<file path="src/design/core_pkg.sv">
// constants, encodings and carriers for the flow, alu and stack core
package core_pkg;
  localparam logic [15:0] RESET_PC = 16'h0000;
  localparam logic [15:0] SRAM_TOP_DEF = 16'h7fff;
  localparam int NUM_REGS = 32;
  localparam int SPL_BLOCK_INSTR = 4;
  localparam logic [4:0] MUL_LO = 5'h00;
  localparam logic [4:0] MUL_HI = 5'h01;
  localparam logic [4:0] Z_LO = 5'h1e;
  localparam logic [4:0] Z_HI = 5'h1f;
  // flags register bit positions
  localparam int F_C = 0;
  localparam int F_Z = 1;
  localparam int F_N = 2;
  localparam int F_V = 3;
  localparam int F_S = 4;
  localparam int F_H = 5;
  localparam int F_T = 6;
  localparam int F_I = 7;
  localparam logic [7:0] FLAGS_RESET = 8'h00;
  // core locations in i/o space
  localparam logic [5:0] IO_SPL = 6'h3d;
  localparam logic [5:0] IO_SPH = 6'h3e;
  localparam logic [5:0] IO_FLAGS_REGISTER = 6'h3f;
  // opcode fields, bits 15:10
  localparam logic [5:0] OP_CPC = 6'h01;
  localparam logic [5:0] OP_SBC = 6'h02;
  localparam logic [5:0] OP_ADD = 6'h03;
  localparam logic [5:0] OP_CP = 6'h05;
  localparam logic [5:0] OP_SUB = 6'h06;
  localparam logic [5:0] OP_ADC = 6'h07;
  localparam logic [5:0] OP_AND = 6'h08;
  localparam logic [5:0] OP_EOR = 6'h09;
  localparam logic [5:0] OP_OR = 6'h0a;
  localparam logic [5:0] OP_MOV = 6'h0b;
  localparam logic [5:0] OP_MUL = 6'h27;
  localparam logic [5:0] OP_BRBS = 6'h3c;
  localparam logic [5:0] OP_BRBC = 6'h3d;
  // opcode fields, bits 15:12
  localparam logic [3:0] OP_CPI = 4'h3;
  localparam logic [3:0] OP_SBCI = 4'h4;
  localparam logic [3:0] OP_SUBI = 4'h5;
  localparam logic [3:0] OP_ORI = 4'h6;
  localparam logic [3:0] OP_ANDI = 4'h7;
  localparam logic [3:0] OP_RJMP = 4'hc;
  localparam logic [3:0] OP_RELATIVE_CALL_INSTR = 4'hd;
  localparam logic [3:0] OP_LDI = 4'he;
  // one-operand group, bits 15:9 then low nibble
  localparam logic [6:0] OP_ONE = 7'h4a;
  localparam logic [6:0] OP_PUSH = 7'h49;
  localparam logic [6:0] OP_POP = 7'h48;
  localparam logic [3:0] LN_COM = 4'h0;
  localparam logic [3:0] LN_NEG = 4'h1;
  localparam logic [3:0] LN_INC = 4'h3;
  localparam logic [3:0] LN_LSR = 4'h6;
  localparam logic [3:0] LN_DEC = 4'ha;
  localparam logic [3:0] LN_STK = 4'hf;
  localparam logic [2:0] LN_JMP = 3'h6;
  localparam logic [2:0] LN_CALL = 3'h7;
  localparam logic [4:0] OP_IN = 5'h16;
  localparam logic [4:0] OP_OUT = 5'h17;
  localparam logic [7:0] OP_MULS = 8'h02;
  localparam logic [7:0] OP_MULX = 8'h03;
  localparam logic [8:0] OP_BSET = 9'h128;
  localparam logic [8:0] OP_BCLR = 9'h129;
  localparam logic [3:0] LN_BIT = 4'h8;
  localparam logic [15:0] OP_INDIRECT_CALL_INSTR = 16'h9509;
  localparam logic [15:0] OP_RET = 16'h9508;
  localparam logic [15:0] OP_INTERRUPT_RETURN_INSTR = 16'h9518;

  typedef enum logic [6:0] {
    S_EXEC = 7'b0000001,
    S_WORD2 = 7'b0000010,
    S_PUSH_HI = 7'b0000100,
    S_RET1 = 7'b0001000,
    S_RET2 = 7'b0010000,
    S_LOAD = 7'b0100000,
    S_MUL2 = 7'b1000000
  } state_e;

  typedef enum logic [3:0] {
    AO_PASS, AO_ADD, AO_ADC, AO_SUB, AO_SBC, AO_AND, AO_OR, AO_EOR,
    AO_COM, AO_INC, AO_DEC, AO_LSR
  } alu_op_e;

  typedef struct packed {
    logic frac;
    logic a_sgn;
    logic b_sgn;
  } mul_op_s;

  typedef struct packed {
    logic [15:0] addr;
    logic [7:0] wdata;
    logic we;
    logic re;
  } dm_req_s;
endpackage

</file>
<file path="src/design/mul_unit.sv">
// two-cycle 8x8 multiplier with signed, unsigned and fractional forms
`timescale 1ns/10ps
module mul_unit (
  // clock and reset
  input wire logic clk,
  input wire logic arst_n,
  // operands
  input wire logic start,
  input wire logic [7:0] a,
  input wire logic [7:0] b,
  input wire core_pkg::mul_op_s op,
  // result, valid in the cycle after start
  output logic [15:0] product,
  output logic carry
);
  logic signed [8:0] a_x;
  logic signed [8:0] b_x;
  logic signed [17:0] full;
  logic [15:0] raw;

  assign a_x = signed'({op.a_sgn & a[7], a});
  assign b_x = signed'({op.b_sgn & b[7], b});
  assign full = a_x * b_x;
  assign raw = full[15:0];

  // fractional result is shifted left, carry still taken before the shift
  always_ff @(posedge clk or negedge arst_n) begin
    if (!arst_n) begin
      product <= 16'h0000;
      carry <= 1'b0;
    end else if (start) begin
      product <= op.frac ? {raw[14:0], 1'b0} : raw;
      carry <= raw[15];
    end
  end
endmodule

</file>
<file path="src/design/flow_core.sv">
// program flow, alu, multiplier, flags and stack machinery of an 8-bit core
`timescale 1ns/10ps
module flow_core #(
  parameter logic [15:0] SRAM_TOP = core_pkg::SRAM_TOP_DEF,
  parameter int BLOCK_INSTR = core_pkg::SPL_BLOCK_INSTR
) (
  // clock and reset
  input wire logic clk,
  input wire logic arst_n,
  // program memory, one cycle read latency
  output logic [15:0] pm_addr,
  input wire logic [15:0] pm_data,
  // data memory and i/o space, one cycle read latency
  output core_pkg::dm_req_s dm_req,
  input wire logic [7:0] dm_rdata,
  // interrupt controller
  input wire logic irq_req,
  input wire logic [15:0] irq_vec,
  output logic irq_ack,
  output logic irq_ret,
  // state seen from outside
  output logic [7:0] flags_register,
  output logic [15:0] stack_top_pointer
);
  core_pkg::state_e state_r, state_nxt;
  logic valid_r;
  logic [15:0] ir_pc_r;
  logic [15:0] sp_r, sp_nxt;
  logic [7:0] flags_r, flags_nxt;
  logic [7:0] tmp_r, tmp_nxt;
  logic [15:0] tgt_r, tgt_nxt;
  logic [2:0] blk_r, blk_nxt;
  logic w2_call_r, w2_call_nxt;
  logic [7:0] rf_r [core_pkg::NUM_REGS];

  // decode of the word on the program bus
  logic [15:0] ir;
  logic [5:0] op6;
  logic [3:0] op4;
  logic [4:0] rd, rr, rdi;
  logic [7:0] kimm;
  logic [5:0] io_a;
  assign ir = pm_data;
  assign op6 = ir[15:10];
  assign op4 = ir[15:12];
  assign rd = ir[8:4];
  assign rr = {ir[9], ir[3:0]};
  assign rdi = {1'b1, ir[7:4]};
  assign kimm = {ir[11:8], ir[3:0]};
  assign io_a = {ir[10:9], ir[3:0]};

  logic is_cmp, is_rr_alu, is_cpi, is_imm_alu, is_ldi, is_mov, is_one, is_neg;
  logic is_push, is_pop, is_in, is_out, is_rjmp, is_relative_call_instr, is_indirect_call_instr;
  logic is_ret, is_interrupt_return_instr, is_word1, is_brb, is_bset, is_bclr;
  logic is_mul, is_muls, is_mulx, is_mul_any, in_core, st_exec, st_word2;
  assign is_cmp = op6 == core_pkg::OP_CP || op6 == core_pkg::OP_CPC;
  assign is_rr_alu = is_cmp || op6 == core_pkg::OP_ADD || op6 == core_pkg::OP_ADC
    || op6 == core_pkg::OP_SUB || op6 == core_pkg::OP_SBC || op6 == core_pkg::OP_AND
    || op6 == core_pkg::OP_OR || op6 == core_pkg::OP_EOR;
  assign is_cpi = op4 == core_pkg::OP_CPI;
  assign is_imm_alu = is_cpi || op4 == core_pkg::OP_SBCI || op4 == core_pkg::OP_SUBI
    || op4 == core_pkg::OP_ORI || op4 == core_pkg::OP_ANDI;
  assign is_ldi = op4 == core_pkg::OP_LDI;
  assign is_mov = op6 == core_pkg::OP_MOV;
  assign is_one = ir[15:9] == core_pkg::OP_ONE && (ir[3:0] == core_pkg::LN_COM
    || ir[3:0] == core_pkg::LN_NEG || ir[3:0] == core_pkg::LN_INC
    || ir[3:0] == core_pkg::LN_LSR || ir[3:0] == core_pkg::LN_DEC);
  assign is_neg = is_one && ir[3:0] == core_pkg::LN_NEG;
  assign is_push = ir[15:9] == core_pkg::OP_PUSH && ir[3:0] == core_pkg::LN_STK;
  assign is_pop = ir[15:9] == core_pkg::OP_POP && ir[3:0] == core_pkg::LN_STK;
  assign is_in = ir[15:11] == core_pkg::OP_IN;
  assign is_out = ir[15:11] == core_pkg::OP_OUT;
  assign in_core = io_a == core_pkg::IO_SPL || io_a == core_pkg::IO_SPH
    || io_a == core_pkg::IO_FLAGS_REGISTER;
  assign is_rjmp = op4 == core_pkg::OP_RJMP;
  assign is_relative_call_instr = op4 == core_pkg::OP_RELATIVE_CALL_INSTR;
  assign is_indirect_call_instr = ir == core_pkg::OP_INDIRECT_CALL_INSTR;
  assign is_ret = ir == core_pkg::OP_RET;
  assign is_interrupt_return_instr = ir == core_pkg::OP_INTERRUPT_RETURN_INSTR;
  assign is_word1 = ir[15:9] == core_pkg::OP_ONE
    && (ir[3:1] == core_pkg::LN_JMP || ir[3:1] == core_pkg::LN_CALL);
  assign is_brb = op6 == core_pkg::OP_BRBS || op6 == core_pkg::OP_BRBC;
  assign is_bset = ir[15:7] == core_pkg::OP_BSET && ir[3:0] == core_pkg::LN_BIT;
  assign is_bclr = ir[15:7] == core_pkg::OP_BCLR && ir[3:0] == core_pkg::LN_BIT;
  assign is_mul = op6 == core_pkg::OP_MUL;
  assign is_muls = ir[15:8] == core_pkg::OP_MULS;
  assign is_mulx = ir[15:8] == core_pkg::OP_MULX;
  assign is_mul_any = is_mul || is_muls || is_mulx;
  assign st_exec = state_r == core_pkg::S_EXEC;
  assign st_word2 = state_r == core_pkg::S_WORD2;

  // operand selection
  logic [4:0] dst;
  logic [7:0] rd_val, rr_val, opa, opb;
  logic [15:0] pc_inc, pc_rel12, pc_rel7, z_ptr;
  assign dst = (is_imm_alu || is_ldi) ? rdi : rd;
  assign rd_val = rf_r[dst];
  assign rr_val = rf_r[rr];
  assign opa = is_neg ? 8'h00 : rd_val;
  assign opb = is_neg ? rd_val : (is_imm_alu ? kimm : rr_val);
  assign pc_inc = ir_pc_r + 16'h0001;
  assign pc_rel12 = pc_inc + {{4{ir[11]}}, ir[11:0]};
  assign pc_rel7 = pc_inc + {{9{ir[9]}}, ir[9:3]};
  assign z_ptr = {rf_r[core_pkg::Z_HI], rf_r[core_pkg::Z_LO]};

  core_pkg::alu_op_e alu_op;
  assign alu_op =
    (op6 == core_pkg::OP_ADD) ? core_pkg::AO_ADD :
    (op6 == core_pkg::OP_ADC) ? core_pkg::AO_ADC :
    (op6 == core_pkg::OP_SUB || op6 == core_pkg::OP_CP || is_neg || is_cpi
      || op4 == core_pkg::OP_SUBI) ? core_pkg::AO_SUB :
    (op6 == core_pkg::OP_SBC || op6 == core_pkg::OP_CPC
      || op4 == core_pkg::OP_SBCI) ? core_pkg::AO_SBC :
    (op6 == core_pkg::OP_AND || op4 == core_pkg::OP_ANDI) ? core_pkg::AO_AND :
    (op6 == core_pkg::OP_OR || op4 == core_pkg::OP_ORI) ? core_pkg::AO_OR :
    (op6 == core_pkg::OP_EOR) ? core_pkg::AO_EOR :
    (is_one && ir[3:0] == core_pkg::LN_COM) ? core_pkg::AO_COM :
    (is_one && ir[3:0] == core_pkg::LN_INC) ? core_pkg::AO_INC :
    (is_one && ir[3:0] == core_pkg::LN_DEC) ? core_pkg::AO_DEC :
    (is_one && ir[3:0] == core_pkg::LN_LSR) ? core_pkg::AO_LSR : core_pkg::AO_PASS;

  logic [7:0] alu_res, alu_flags;
  logic [8:0] sum9;
  logic cin, c_o, h_o, v_o, z_keep, n_o, z_o;
  assign cin = (alu_op == core_pkg::AO_ADC || alu_op == core_pkg::AO_SBC)
    && flags_r[core_pkg::F_C];
  always_comb begin
    sum9 = 9'h000;
    alu_res = opb;
    c_o = flags_r[core_pkg::F_C];
    h_o = flags_r[core_pkg::F_H];
    v_o = 1'b0;
    z_keep = 1'b0;
    case (alu_op)
      core_pkg::AO_ADD, core_pkg::AO_ADC: begin
        sum9 = {1'b0, opa} + {1'b0, opb} + {8'h00, cin};
        alu_res = sum9[7:0];
        c_o = sum9[8];
        h_o = opa[3] & opb[3] | opb[3] & ~alu_res[3] | ~alu_res[3] & opa[3];
        v_o = opa[7] & opb[7] & ~alu_res[7] | ~opa[7] & ~opb[7] & alu_res[7];
      end
      core_pkg::AO_SUB, core_pkg::AO_SBC: begin
        sum9 = {1'b0, opa} - {1'b0, opb} - {8'h00, cin};
        alu_res = sum9[7:0];
        c_o = sum9[8];
        h_o = ~opa[3] & opb[3] | opb[3] & alu_res[3] | alu_res[3] & ~opa[3];
        v_o = opa[7] & ~opb[7] & ~alu_res[7] | ~opa[7] & opb[7] & alu_res[7];
        // carry chains keep zero so multi-byte compares work
        z_keep = alu_op == core_pkg::AO_SBC;
      end
      core_pkg::AO_AND: alu_res = opa & opb;
      core_pkg::AO_OR: alu_res = opa | opb;
      core_pkg::AO_EOR: alu_res = opa ^ opb;
      core_pkg::AO_COM: begin
        alu_res = ~opa;
        c_o = 1'b1;
      end
      core_pkg::AO_INC: begin
        alu_res = opa + 8'h01;
        v_o = alu_res == 8'h80;
      end
      core_pkg::AO_DEC: begin
        alu_res = opa - 8'h01;
        v_o = alu_res == 8'h7f;
      end
      core_pkg::AO_LSR: begin
        alu_res = {1'b0, opa[7:1]};
        c_o = opa[0];
        v_o = opa[0];
      end
      default: alu_res = opb;
    endcase
  end
  assign n_o = alu_res[7];
  assign z_o = (alu_res == 8'h00) && (!z_keep || flags_r[core_pkg::F_Z]);
  assign alu_flags = {flags_r[core_pkg::F_I:core_pkg::F_T], h_o, n_o ^ v_o, v_o,
    n_o, z_o, c_o};

  // write-back selection
  logic wb_alu, wb_en, alu_upd, br_taken, take_irq, call_go, done;
  logic [7:0] in_val, wb_data, out_val;
  logic [15:0] call_ret, call_tgt, io_addr;
  assign wb_alu = (is_rr_alu && !is_cmp) || (is_imm_alu && !is_cpi) || is_one;
  assign in_val = (io_a == core_pkg::IO_SPL) ? sp_r[7:0] :
    (io_a == core_pkg::IO_SPH) ? sp_r[15:8] : flags_r;
  assign wb_en = wb_alu || is_mov || is_ldi || (is_in && in_core);
  assign wb_data = is_mov ? rr_val : is_ldi ? kimm : is_in ? in_val : alu_res;
  assign alu_upd = is_rr_alu || is_imm_alu || is_one;
  assign out_val = rf_r[rd];
  assign io_addr = {10'h000, io_a};
  assign br_taken = is_brb && (flags_r[ir[2:0]] == (op6 == core_pkg::OP_BRBS));
  assign take_irq = st_exec && valid_r && irq_req && flags_r[core_pkg::F_I]
    && blk_r == 3'h0;
  assign call_go = take_irq || (st_exec && valid_r && (is_relative_call_instr || is_indirect_call_instr))
    || (st_word2 && w2_call_r);
  // interrupt returns to the instruction it displaced, calls to the next one
  assign call_ret = take_irq ? ir_pc_r : pc_inc;
  assign call_tgt = take_irq ? irq_vec : st_word2 ? pm_data : is_indirect_call_instr ? z_ptr : pc_rel12;

  // multiplier
  core_pkg::mul_op_s mul_op;
  logic [7:0] mul_a, mul_b;
  logic [15:0] mul_p;
  logic mul_c, mul_start, mul_wr;
  assign mul_op.frac = is_mulx && (ir[7] || ir[3]);
  assign mul_op.a_sgn = is_muls || (is_mulx && !(!ir[7] && ir[3]));
  assign mul_op.b_sgn = is_muls || (is_mulx && ir[7] && !ir[3]);
  assign mul_a = is_mul ? rf_r[rd] : is_muls ? rf_r[rdi] : rf_r[{2'b10, ir[6:4]}];
  assign mul_b = is_mul ? rr_val : is_muls ? rf_r[{1'b1, ir[3:0]}] : rf_r[{2'b10, ir[2:0]}];
  assign mul_wr = state_r == core_pkg::S_MUL2;

  mul_unit u_mul (
    .clk(clk),
    .arst_n(arst_n),
    .start(mul_start),
    .a(mul_a),
    .b(mul_b),
    .op(mul_op),
    .product(mul_p),
    .carry(mul_c)
  );

  // sequencing; pm_addr is always the word that will sit on pm_data next
  always_comb begin
    state_nxt = state_r;
    pm_addr = ir_pc_r;
    sp_nxt = sp_r;
    flags_nxt = flags_r;
    tmp_nxt = tmp_r;
    tgt_nxt = tgt_r;
    w2_call_nxt = w2_call_r;
    dm_req = '0;
    irq_ack = 1'b0;
    irq_ret = 1'b0;
    mul_start = 1'b0;
    done = 1'b0;
    if (call_go) begin
      dm_req.addr = sp_r;
      dm_req.wdata = call_ret[7:0];
      dm_req.we = 1'b1;
      sp_nxt = sp_r - 16'h0001;
      tmp_nxt = call_ret[15:8];
      tgt_nxt = call_tgt;
      irq_ack = take_irq;
      state_nxt = core_pkg::S_PUSH_HI;
    end else begin
      case (state_r)
        core_pkg::S_EXEC: begin
          if (!valid_r) begin
            pm_addr = core_pkg::RESET_PC;
          end else if (is_word1) begin
            pm_addr = pc_inc;
            w2_call_nxt = ir[1];
            state_nxt = core_pkg::S_WORD2;
          end else if (is_ret || is_interrupt_return_instr || is_pop || (is_in && !in_core)) begin
            dm_req.addr = (is_in && !is_pop) ? io_addr : sp_r + 16'h0001;
            dm_req.re = 1'b1;
            if (!is_in) begin
              sp_nxt = sp_r + 16'h0001;
            end
            state_nxt = (is_ret || is_interrupt_return_instr) ? core_pkg::S_RET1 : core_pkg::S_LOAD;
          end else if (is_mul_any) begin
            mul_start = 1'b1;
            state_nxt = core_pkg::S_MUL2;
          end else begin
            done = 1'b1;
            pm_addr = is_rjmp ? pc_rel12 : br_taken ? pc_rel7 : pc_inc;
            if (is_push) begin
              dm_req.addr = sp_r;
              dm_req.wdata = out_val;
              dm_req.we = 1'b1;
              sp_nxt = sp_r - 16'h0001;
            end
            if (is_out) begin
              if (io_a == core_pkg::IO_SPL) begin
                sp_nxt[7:0] = out_val;
              end else if (io_a == core_pkg::IO_SPH) begin
                sp_nxt[15:8] = out_val;
              end else if (io_a == core_pkg::IO_FLAGS_REGISTER) begin
                flags_nxt = out_val;
              end else begin
                dm_req.addr = io_addr;
                dm_req.wdata = out_val;
                dm_req.we = 1'b1;
              end
            end
            if (is_bset || is_bclr) begin
              flags_nxt[ir[6:4]] = is_bset;
            end
            if (alu_upd) begin
              flags_nxt = alu_flags;
            end
          end
        end
        core_pkg::S_WORD2: begin
          pm_addr = pm_data;
          state_nxt = core_pkg::S_EXEC;
        end
        core_pkg::S_PUSH_HI: begin
          dm_req.addr = sp_r;
          dm_req.wdata = tmp_r;
          dm_req.we = 1'b1;
          sp_nxt = sp_r - 16'h0001;
          pm_addr = tgt_r;
          done = 1'b1;
          state_nxt = core_pkg::S_EXEC;
        end
        core_pkg::S_RET1: begin
          tmp_nxt = dm_rdata;
          dm_req.addr = sp_r + 16'h0001;
          dm_req.re = 1'b1;
          sp_nxt = sp_r + 16'h0001;
          state_nxt = core_pkg::S_RET2;
        end
        core_pkg::S_RET2: begin
          pm_addr = {tmp_r, dm_rdata};
          irq_ret = is_interrupt_return_instr;
          done = 1'b1;
          state_nxt = core_pkg::S_EXEC;
        end
        core_pkg::S_LOAD: begin
          pm_addr = pc_inc;
          done = 1'b1;
          state_nxt = core_pkg::S_EXEC;
        end
        core_pkg::S_MUL2: begin
          pm_addr = pc_inc;
          flags_nxt[core_pkg::F_C] = mul_c;
          flags_nxt[core_pkg::F_Z] = mul_p == 16'h0000;
          done = 1'b1;
          state_nxt = core_pkg::S_EXEC;
        end
        default: state_nxt = core_pkg::S_EXEC;
      endcase
    end
  end

  // a later i/o write ends the block early, the low pointer write itself arms it
  logic spl_wr, io_wr;
  assign io_wr = st_exec && valid_r && !take_irq && is_out;
  assign spl_wr = io_wr && io_a == core_pkg::IO_SPL;
  assign blk_nxt = spl_wr ? 3'(BLOCK_INSTR) : io_wr ? 3'h0 :
    (done && blk_r != 3'h0) ? blk_r - 3'h1 : blk_r;

  // no prescaler: every state advances on each clk edge
  always_ff @(posedge clk or negedge arst_n) begin
    if (!arst_n) begin
      state_r <= core_pkg::S_EXEC;
      valid_r <= 1'b0;
      ir_pc_r <= core_pkg::RESET_PC;
      sp_r <= SRAM_TOP;
      flags_r <= core_pkg::FLAGS_RESET;
      tmp_r <= 8'h00;
      tgt_r <= 16'h0000;
      blk_r <= 3'h0;
      w2_call_r <= 1'b0;
    end else begin
      state_r <= state_nxt;
      valid_r <= 1'b1;
      ir_pc_r <= pm_addr;
      sp_r <= sp_nxt;
      flags_r <= flags_nxt;
      tmp_r <= tmp_nxt;
      tgt_r <= tgt_nxt;
      blk_r <= blk_nxt;
      w2_call_r <= w2_call_nxt;
    end
  end

  logic rf_we;
  assign rf_we = st_exec && valid_r && !take_irq && !call_go && wb_en;
  for (genvar i = 0; i < core_pkg::NUM_REGS; i++) begin : g_rf
    always_ff @(posedge clk or negedge arst_n) begin
      if (!arst_n) begin
        rf_r[i] <= 8'h00;
      end else if (mul_wr && 5'(i) == core_pkg::MUL_LO) begin
        rf_r[i] <= mul_p[7:0];
      end else if (mul_wr && 5'(i) == core_pkg::MUL_HI) begin
        rf_r[i] <= mul_p[15:8];
      end else if (state_r == core_pkg::S_LOAD && 5'(i) == rd) begin
        rf_r[i] <= dm_rdata;
      end else if (rf_we && 5'(i) == dst) begin
        rf_r[i] <= wb_data;
      end
    end
  end

  assign flags_register = flags_r;
  assign stack_top_pointer = sp_r;
endmodule

</file>
<file path="config.mk">
export PLATFORM = sky130hd
export DESIGN_NAME = flow_core
export DESIGN_NICKNAME = d
export VERILOG_FILES = /design/src/design/core_pkg.sv /design/src/design/mul_unit.sv /design/src/design/flow_core.sv
export SDC_FILE = /design/constraint.sdc
export NUM_CORES = 2
export LEC_CHECK = 0
export BUFFER_PORTS_ARGS = -buffer_cell sky130_fd_sc_hd__buf_2
export CAP_MARGIN = 20
export CORE_MARGIN = 2
export CORE_UTILIZATION = 38
export CTS_CLUSTER_SIZE = 20
export DETAILED_ROUTE_END_ITERATION = 8
export PLACE_DENSITY = 0.64
export SYNTH_ARGS = -nofsm -noshare
export SYNTH_HDL_FRONTEND = slang
export SYNTH_SLANG_ARGS = --single-unit
export TNS_END_PERCENT = 50
</file>
<file path="constraint.sdc">
create_clock -name clk -period 7.5 [get_ports clk]
set_input_delay 0.75 -clock clk [delete_from_list [all_inputs] [get_ports clk]]
set_output_delay 0.75 -clock clk [all_outputs]
set_load 0.005 [all_outputs]
</file>
-- Word-level counts from Yosys, hierarchy flattened
Cells that the tools add are included.
- equality and inequality tests: 138
- order comparisons: 10
- reductions and logical operators: 216
- bitwise operators: 45
- multiplexer cells: 207
- multiply operators: 1
- add/subtract/negate cells: 12
- operator list (cell ; count):
    $mux 8 ; 108
    $mux 16 ; 22
    $bmux 8 s5 ; 7
    $mux 25 ; 7
    $eq 5x5->1 const A ; 32
    $logic_and 1x1->1 ; 101
    $pmux 16 s3 ; 2
    $eq 4x5->1 const A ; 16
    $pmux 16 s5 ; 1
    $pmux 8 s9 ; 1
    $reduce_bool 2->1 ; 32
    $mux 26 ; 2
    $logic_or 1x1->1 ; 50
    $eq 16x16->1 const B ; 3
    $mux 4 ; 11
    $ge 6x6->1 const B ; 7
    $not 5->6 ; 7
    $eq 3x5->1 const A ; 8
    $eq 4x4->1 const B ; 10
    $eq 4x3->1 const B ; 9
    $eq 6x6->1 const B ; 6
    $mux 7 ; 5
    $add 16x1->16 const B ; 2
    $add 16x16->16 ; 2
    other kinds (78) ; 178
- output and inout port bits: 68
- register bits: 349
- input port bits: 43
- word-level logic and storage cells: 676

-- Longest topological paths before layout
- word-level depth: 33
- depth in mapped cells: 33
- mapped depth without buffers: 29

-- Cells and area by module
From an unflattened synthesis, not the netlist that was laid out.
- cell total of the unflattened synthesis: 3509
- area total of the unflattened synthesis: 30381.6 µm²
- by module, submodules not included (module ; area each (µm²) ; cells each ; sequential area each (µm²) ; times used):
    flow_core ; 26850.8 ; 3118 ; 8328.0 ; 1
    mul_unit ; 3530.9 ; 391 ; 425.4 ; 1

-- Least setup slack after synthesis
Ideal clock, no wire load.
- path kind: input to register
- start point: in pm_data[0]
- end point: reg u_mul.product[14]
- data required time: 7.363 ns
- data arrival time: 7.478 ns
- stages on the path: 32
- path buffers: 4
- library setup time: 0.137 ns
- setup slack: -0.115 ns
- cell sequence: buf_2 buf_2 buf_2 mux4_2 mux4_2 nand2_1 o21ai_1 nand2_1 o221ai_1 and3_1 clkbuf_1 nand2_1 fa_1 fa_1 inv_1 fa_1 fa_1 inv_1 fa_1 inv_1 ha_1 inv_1 o21bai_1 a21oi_1 o21bai_1 a21oi_1 o21bai_1 a21oi_1 xor2_1 nor2_1 a21oi_1 a21oi_1
- cells in the longest elaborated chain, start to end: 11
- elaborated cells between the ends (all ways): 41
- those cells by class: 1 x mul; 7 x eq/ne; 17 x mux; 4 x bitwise; 12 x reduce/logical
- RTL lines (item ; RTL line ; source):
    start, declared ; flow_core.sv:12 ; input wire logic [15:0] pm_data,
    branches (longest 11 deep; another with $mul 9x9->16) ; -- ;
    end signal, assigned ; mul_unit.sv:32 ; product <= op.frac ? {raw[14:0], 1'b0} : raw;
    end, declared ; mul_unit.sv:13 ; output logic [15:0] product,
Several ways; the timed one is not identified. The select of a mux whose other input is x is not followed.
A chain may end at the register's enable or synchronous reset.

-- Worst setup path in the final report
- start point: in pm_data[4]
- end point: reg u_mul.product[15]
- cells in the longest elaborated chain, start to end: 9
- elaborated cells between the ends (all ways): 32
- those cells by class: 1 x mul; 3 x eq/ne; 17 x mux; 4 x bitwise; 7 x reduce/logical
- RTL lines (item ; RTL line ; source):
    $not 5->6 (implied by the code), or another cell as far along ; flow_core.sv:208 ; assign mul_a = is_mul ? rf_r[rd] : is_muls ? rf_r[rdi] : rf_r[{2'b10, ir[6:4]}];
    $bmux 8 s5 or $logic_or 1x1->1 (tied branches) ; flow_core.sv:208, flow_core.sv:255 ;
    $mux 8 (implied by the code) or $logic_or 1x1->1 (tied branches) (2 in a row) ; flow_core.sv:208, flow_core.sv:255 ;
    $mux 8 or $mux 1 (tied branches) ; flow_core.sv:208, flow_core.sv:255 ;
    $mux 8 or $mux 1 (tied branches) ; flow_core.sv:208, flow_core.sv:251 ;
    $and 1x1->1 or $mux 1 (tied branches) ; mul_unit.sv:21, flow_core.sv:249 ;
    $mul 9x9->16 or $mux 1 (tied branches) ; mul_unit.sv:23, flow_core.sv:247 ;
    $mux 16 or $mux 1 (tied branches) ; mul_unit.sv:32, flow_core.sv:237 ;
Parallel ways exist; a longest one is shown, timed or not. The select of a mux whose other input is x is not followed.

==> impl_metrics.env <==
export IMPL_ys_top_cells_by_area="dfrtp_1 28%, mux4_2 9.6%, nand2_1 7.4%, o21ai_0 6.1%, fa_1 4.7%"
export IMPL_cap_viol_max_count=0
export IMPL_fin_util=0.441
export IMPL_hp_class="in -> async"
export IMPL_crit_arrival_ps=7470
export IMPL_synth_top_area_share=0.281
export IMPL_critPathCaptureType="flip-flop"
export IMPL_clock_path_buffers=3
export IMPL_netlist_area_mm2=0.0297
export IMPL_finalWorstPathRequiredPeriod_ps=7020
export IMPL_routedWlPerCell_um=28.4
export IMPL_ys_warn_count=0
export IMPL_ys_types=93
export IMPL_die_width_um=283
export IMPL_cp_required_ps=7950
export IMPL_synth_seq_area_share=0.295
export IMPL_yosys_top_cells_count="584 x nand2_1, 359 x o21ai_0, 333 x dfrtp_1"
export IMPL_holdBufCountCts=0
export IMPL_yosys_register_bits=349
export IMPL_nFillCells=7782
export IMPL_period_share=0.936
export IMPL_leakage_nw=14.7
export IMPL_worst_slew_pin_slew_ps=1130
export IMPL_cts_sinks=349
export IMPL_ioPinCount=111
export IMPL_drt_iter0_drc=4200
export IMPL_nNetsFinal=3852
export IMPL_synth_edf_count=0
export IMPL_die_area_mm2=0.0803
export IMPL_syn_area_per_cell_um2=8.55
export IMPL_grt_first_pass_wirelength_um=197000
export IMPL_via_per_inst=6.41
export IMPL_multi_input_area_mm2=0.0194
export IMPL_synth_nets=3684
export IMPL_seq_area_mm2=0.00875
export IMPL_slowest_stage="fa_1"
export IMPL_critPathMaxFanout=21
export IMPL_clk_pin_slew_ps=60
export IMPL_drc=0
export IMPL_ctsResizeCount=0
export IMPL_layout_setup_ws_ps=481
export IMPL_coreArea_mm2=0.0773
export IMPL_wl_um=134000
export IMPL_ir_drop_mv=0.164
export IMPL_async_flop_share=1.00
export IMPL_use_met1=0.442
export IMPL_port_buffers=110
export IMPL_initial_utilization=0.384
export IMPL_synth_top_cell_by_area="dfrtp_1"
export IMPL_clk_latency_ps=600
export IMPL_top_usage_layer="met2"
export IMPL_max_stage_delay_ps=510
export IMPL_hold_violations=0
export IMPL_root_buffer="clkbuf_16"
export IMPL_criticalPathCategory="in -> reg"
export IMPL_overflow=0
export IMPL_rsz0062_at_grt="no"
export IMPL_htree_levels=2
export IMPL_power_mw=7.71
export IMPL_grt_max_degree=167
export IMPL_numCtsBuffers=43
export IMPL_grt_met3_usage=0.0621
export IMPL_slew_headroom=0.248
export IMPL_dp_cells=4633
export IMPL_cts_tree="yes"
export IMPL_area_delta_synth_final_pct=14.9
export IMPL_dp_slack_ps=-29.9
export IMPL_finalMaxSlewViolations=0
export IMPL_die_h_um=283
export IMPL_clock_skew_ps=23.5
export IMPL_fin_hold_ws_ps=52.1
export IMPL_drive_gt1_frac=0.169
export IMPL_ant_nets=0
export IMPL_syn_instance_count=3470
export IMPL_start_kind="input port"
export IMPL_hpwl_um=103000
export IMPL_track_usage=0.325
export IMPL_synth_most_common_cell="nand2_1"
export IMPL_antenna_found_initial=3
export IMPL_num_vias=30200
export IMPL_gp_congestion=1.05
export IMPL_synthFlopType="dfrtp_1"
export IMPL_row_count=102
export IMPL_status="finished clean"
export IMPL_final_setup_viol_count=0
export IMPL_max_freq_mhz=142
export IMPL_drt_first_pass_iters=6
export IMPL_r2r_cells=28
export IMPL_met2_usage=0.494
export IMPL_cts_setup_buffers=0
export IMPL_grt_pass1_vias=28600
export IMPL_stdcell_count=4713
export IMPL_power_density_mw_per_mm2=226
## cells by family after synthesis
| family | count (synthesis) | share of synthesized area |
|---|---|---|
| and+or+nand+nor | 1159 | 0.172 |
| adders and majority gates | 171 | 0.0898 |
| other | 1 | 0.000126 |
| xor gates and xnor gates | 114 | 0.0336 |
| AOI/OAI and AO/OA | 1060 | 0.225 |
| buffers and inverters | 387 | 0.0530 |
| muxes | 229 | 0.131 |
| DFF | 349 | 0.295 |
## cell type report
type                            count  area share
Multi-Input combinational cell   2734       0.568
Sequential cell                   349       0.257
Timing Repair Buffer              358      0.0776
Tap cell                         1040      0.0382
Clock buffer                       61      0.0362
Inverter                          152      0.0167
Clock inverter                     17     0.00631
Antenna cell                        2    0.000147
## routing by layer
metal	part of all wire	vias to the layer above
li1	-	13000
met1	0.41	14800
met3	0.10	419
met2	0.43	1959
met4	0.064	2
met5	0.000090	-
## state kept, by name, indices dropped and copies added (netlist names)
| register | count |
|---|---|
| valid_r | 1 |
| w2_call_r | 1 |
| tmp_r | 8 |
| tgt_r | 16 |
| blk_r | 3 |
| flags_register | 8 |
| rf_r | 256 |
| u_mul.product | 16 |
| state_r | 7 |
| u_mul.carry | 1 |
| stack_top_pointer | 16 |
| ir_pc_r | 16 |
## stage by stage
step	cell area, um^2	setup TNS [ps]
final	34100	0
after global routing	34100	0
after CTS	34100	0
after detailed placement	32600	-52.2
after global placement	32600	0
after floorplan	29700	0
## cells in the final DEF (no fill, tap or decap), drive strengths merged, types with 26 or more instances in the layout
cell	instances
nor3	61
xor2	44
a22o	51
xnor2	70
inv	153
o22ai	50
nand3	64
o21ai	407
ha	101
or3	27
dfrtp	333
mux4	126
clkbuf	61
a22oi	79
a211oi	33
buf	358
o211ai	26
mux2i	82
nor2	251
nand2	584
a21oi	194
a31oi	30
and3	36
fa	70
## power by group
part	internal (mW)	switching, mW
Clock	1.29	0.902
Combinational	1.18	1.59
Sequential	2.23	0.517
## path summary, 6_finish.rpt
kind	slack, ps	end	startpoint
max	480	u_mul.product[15]$_DFFE_PN0P_	pm_data[4]
min in group clk	440	tgt_r[12]$_DFFE_PN0N_	irq_vec[12]
max in group asynchronous	6030	rf_r[33]$_DFFE_PN0P_	arst_n
min reg2reg	480	tgt_r[3]$_DFFE_PN0N_	tgt_r[3]$_DFFE_PN0N_
min	50	flags_register[0]$_DFFE_PN0P_	arst_n
max reg2reg	590	u_mul.product[15]$_DFFE_PN0P_	rf_r[5]$_DFFE_PN0P_
## critical path, delay by kind of cell
kind	cells	cell delay (ps)
AOI/OAI and AO/OA	12	2270
xor gates and xnor gates	1	220
adders and majority gates	6	2710
buffers and inverters	8	910
muxes	1	340
and+or+nand+nor	3	240
Note: power is estimated with default switching activity, not from simulation.
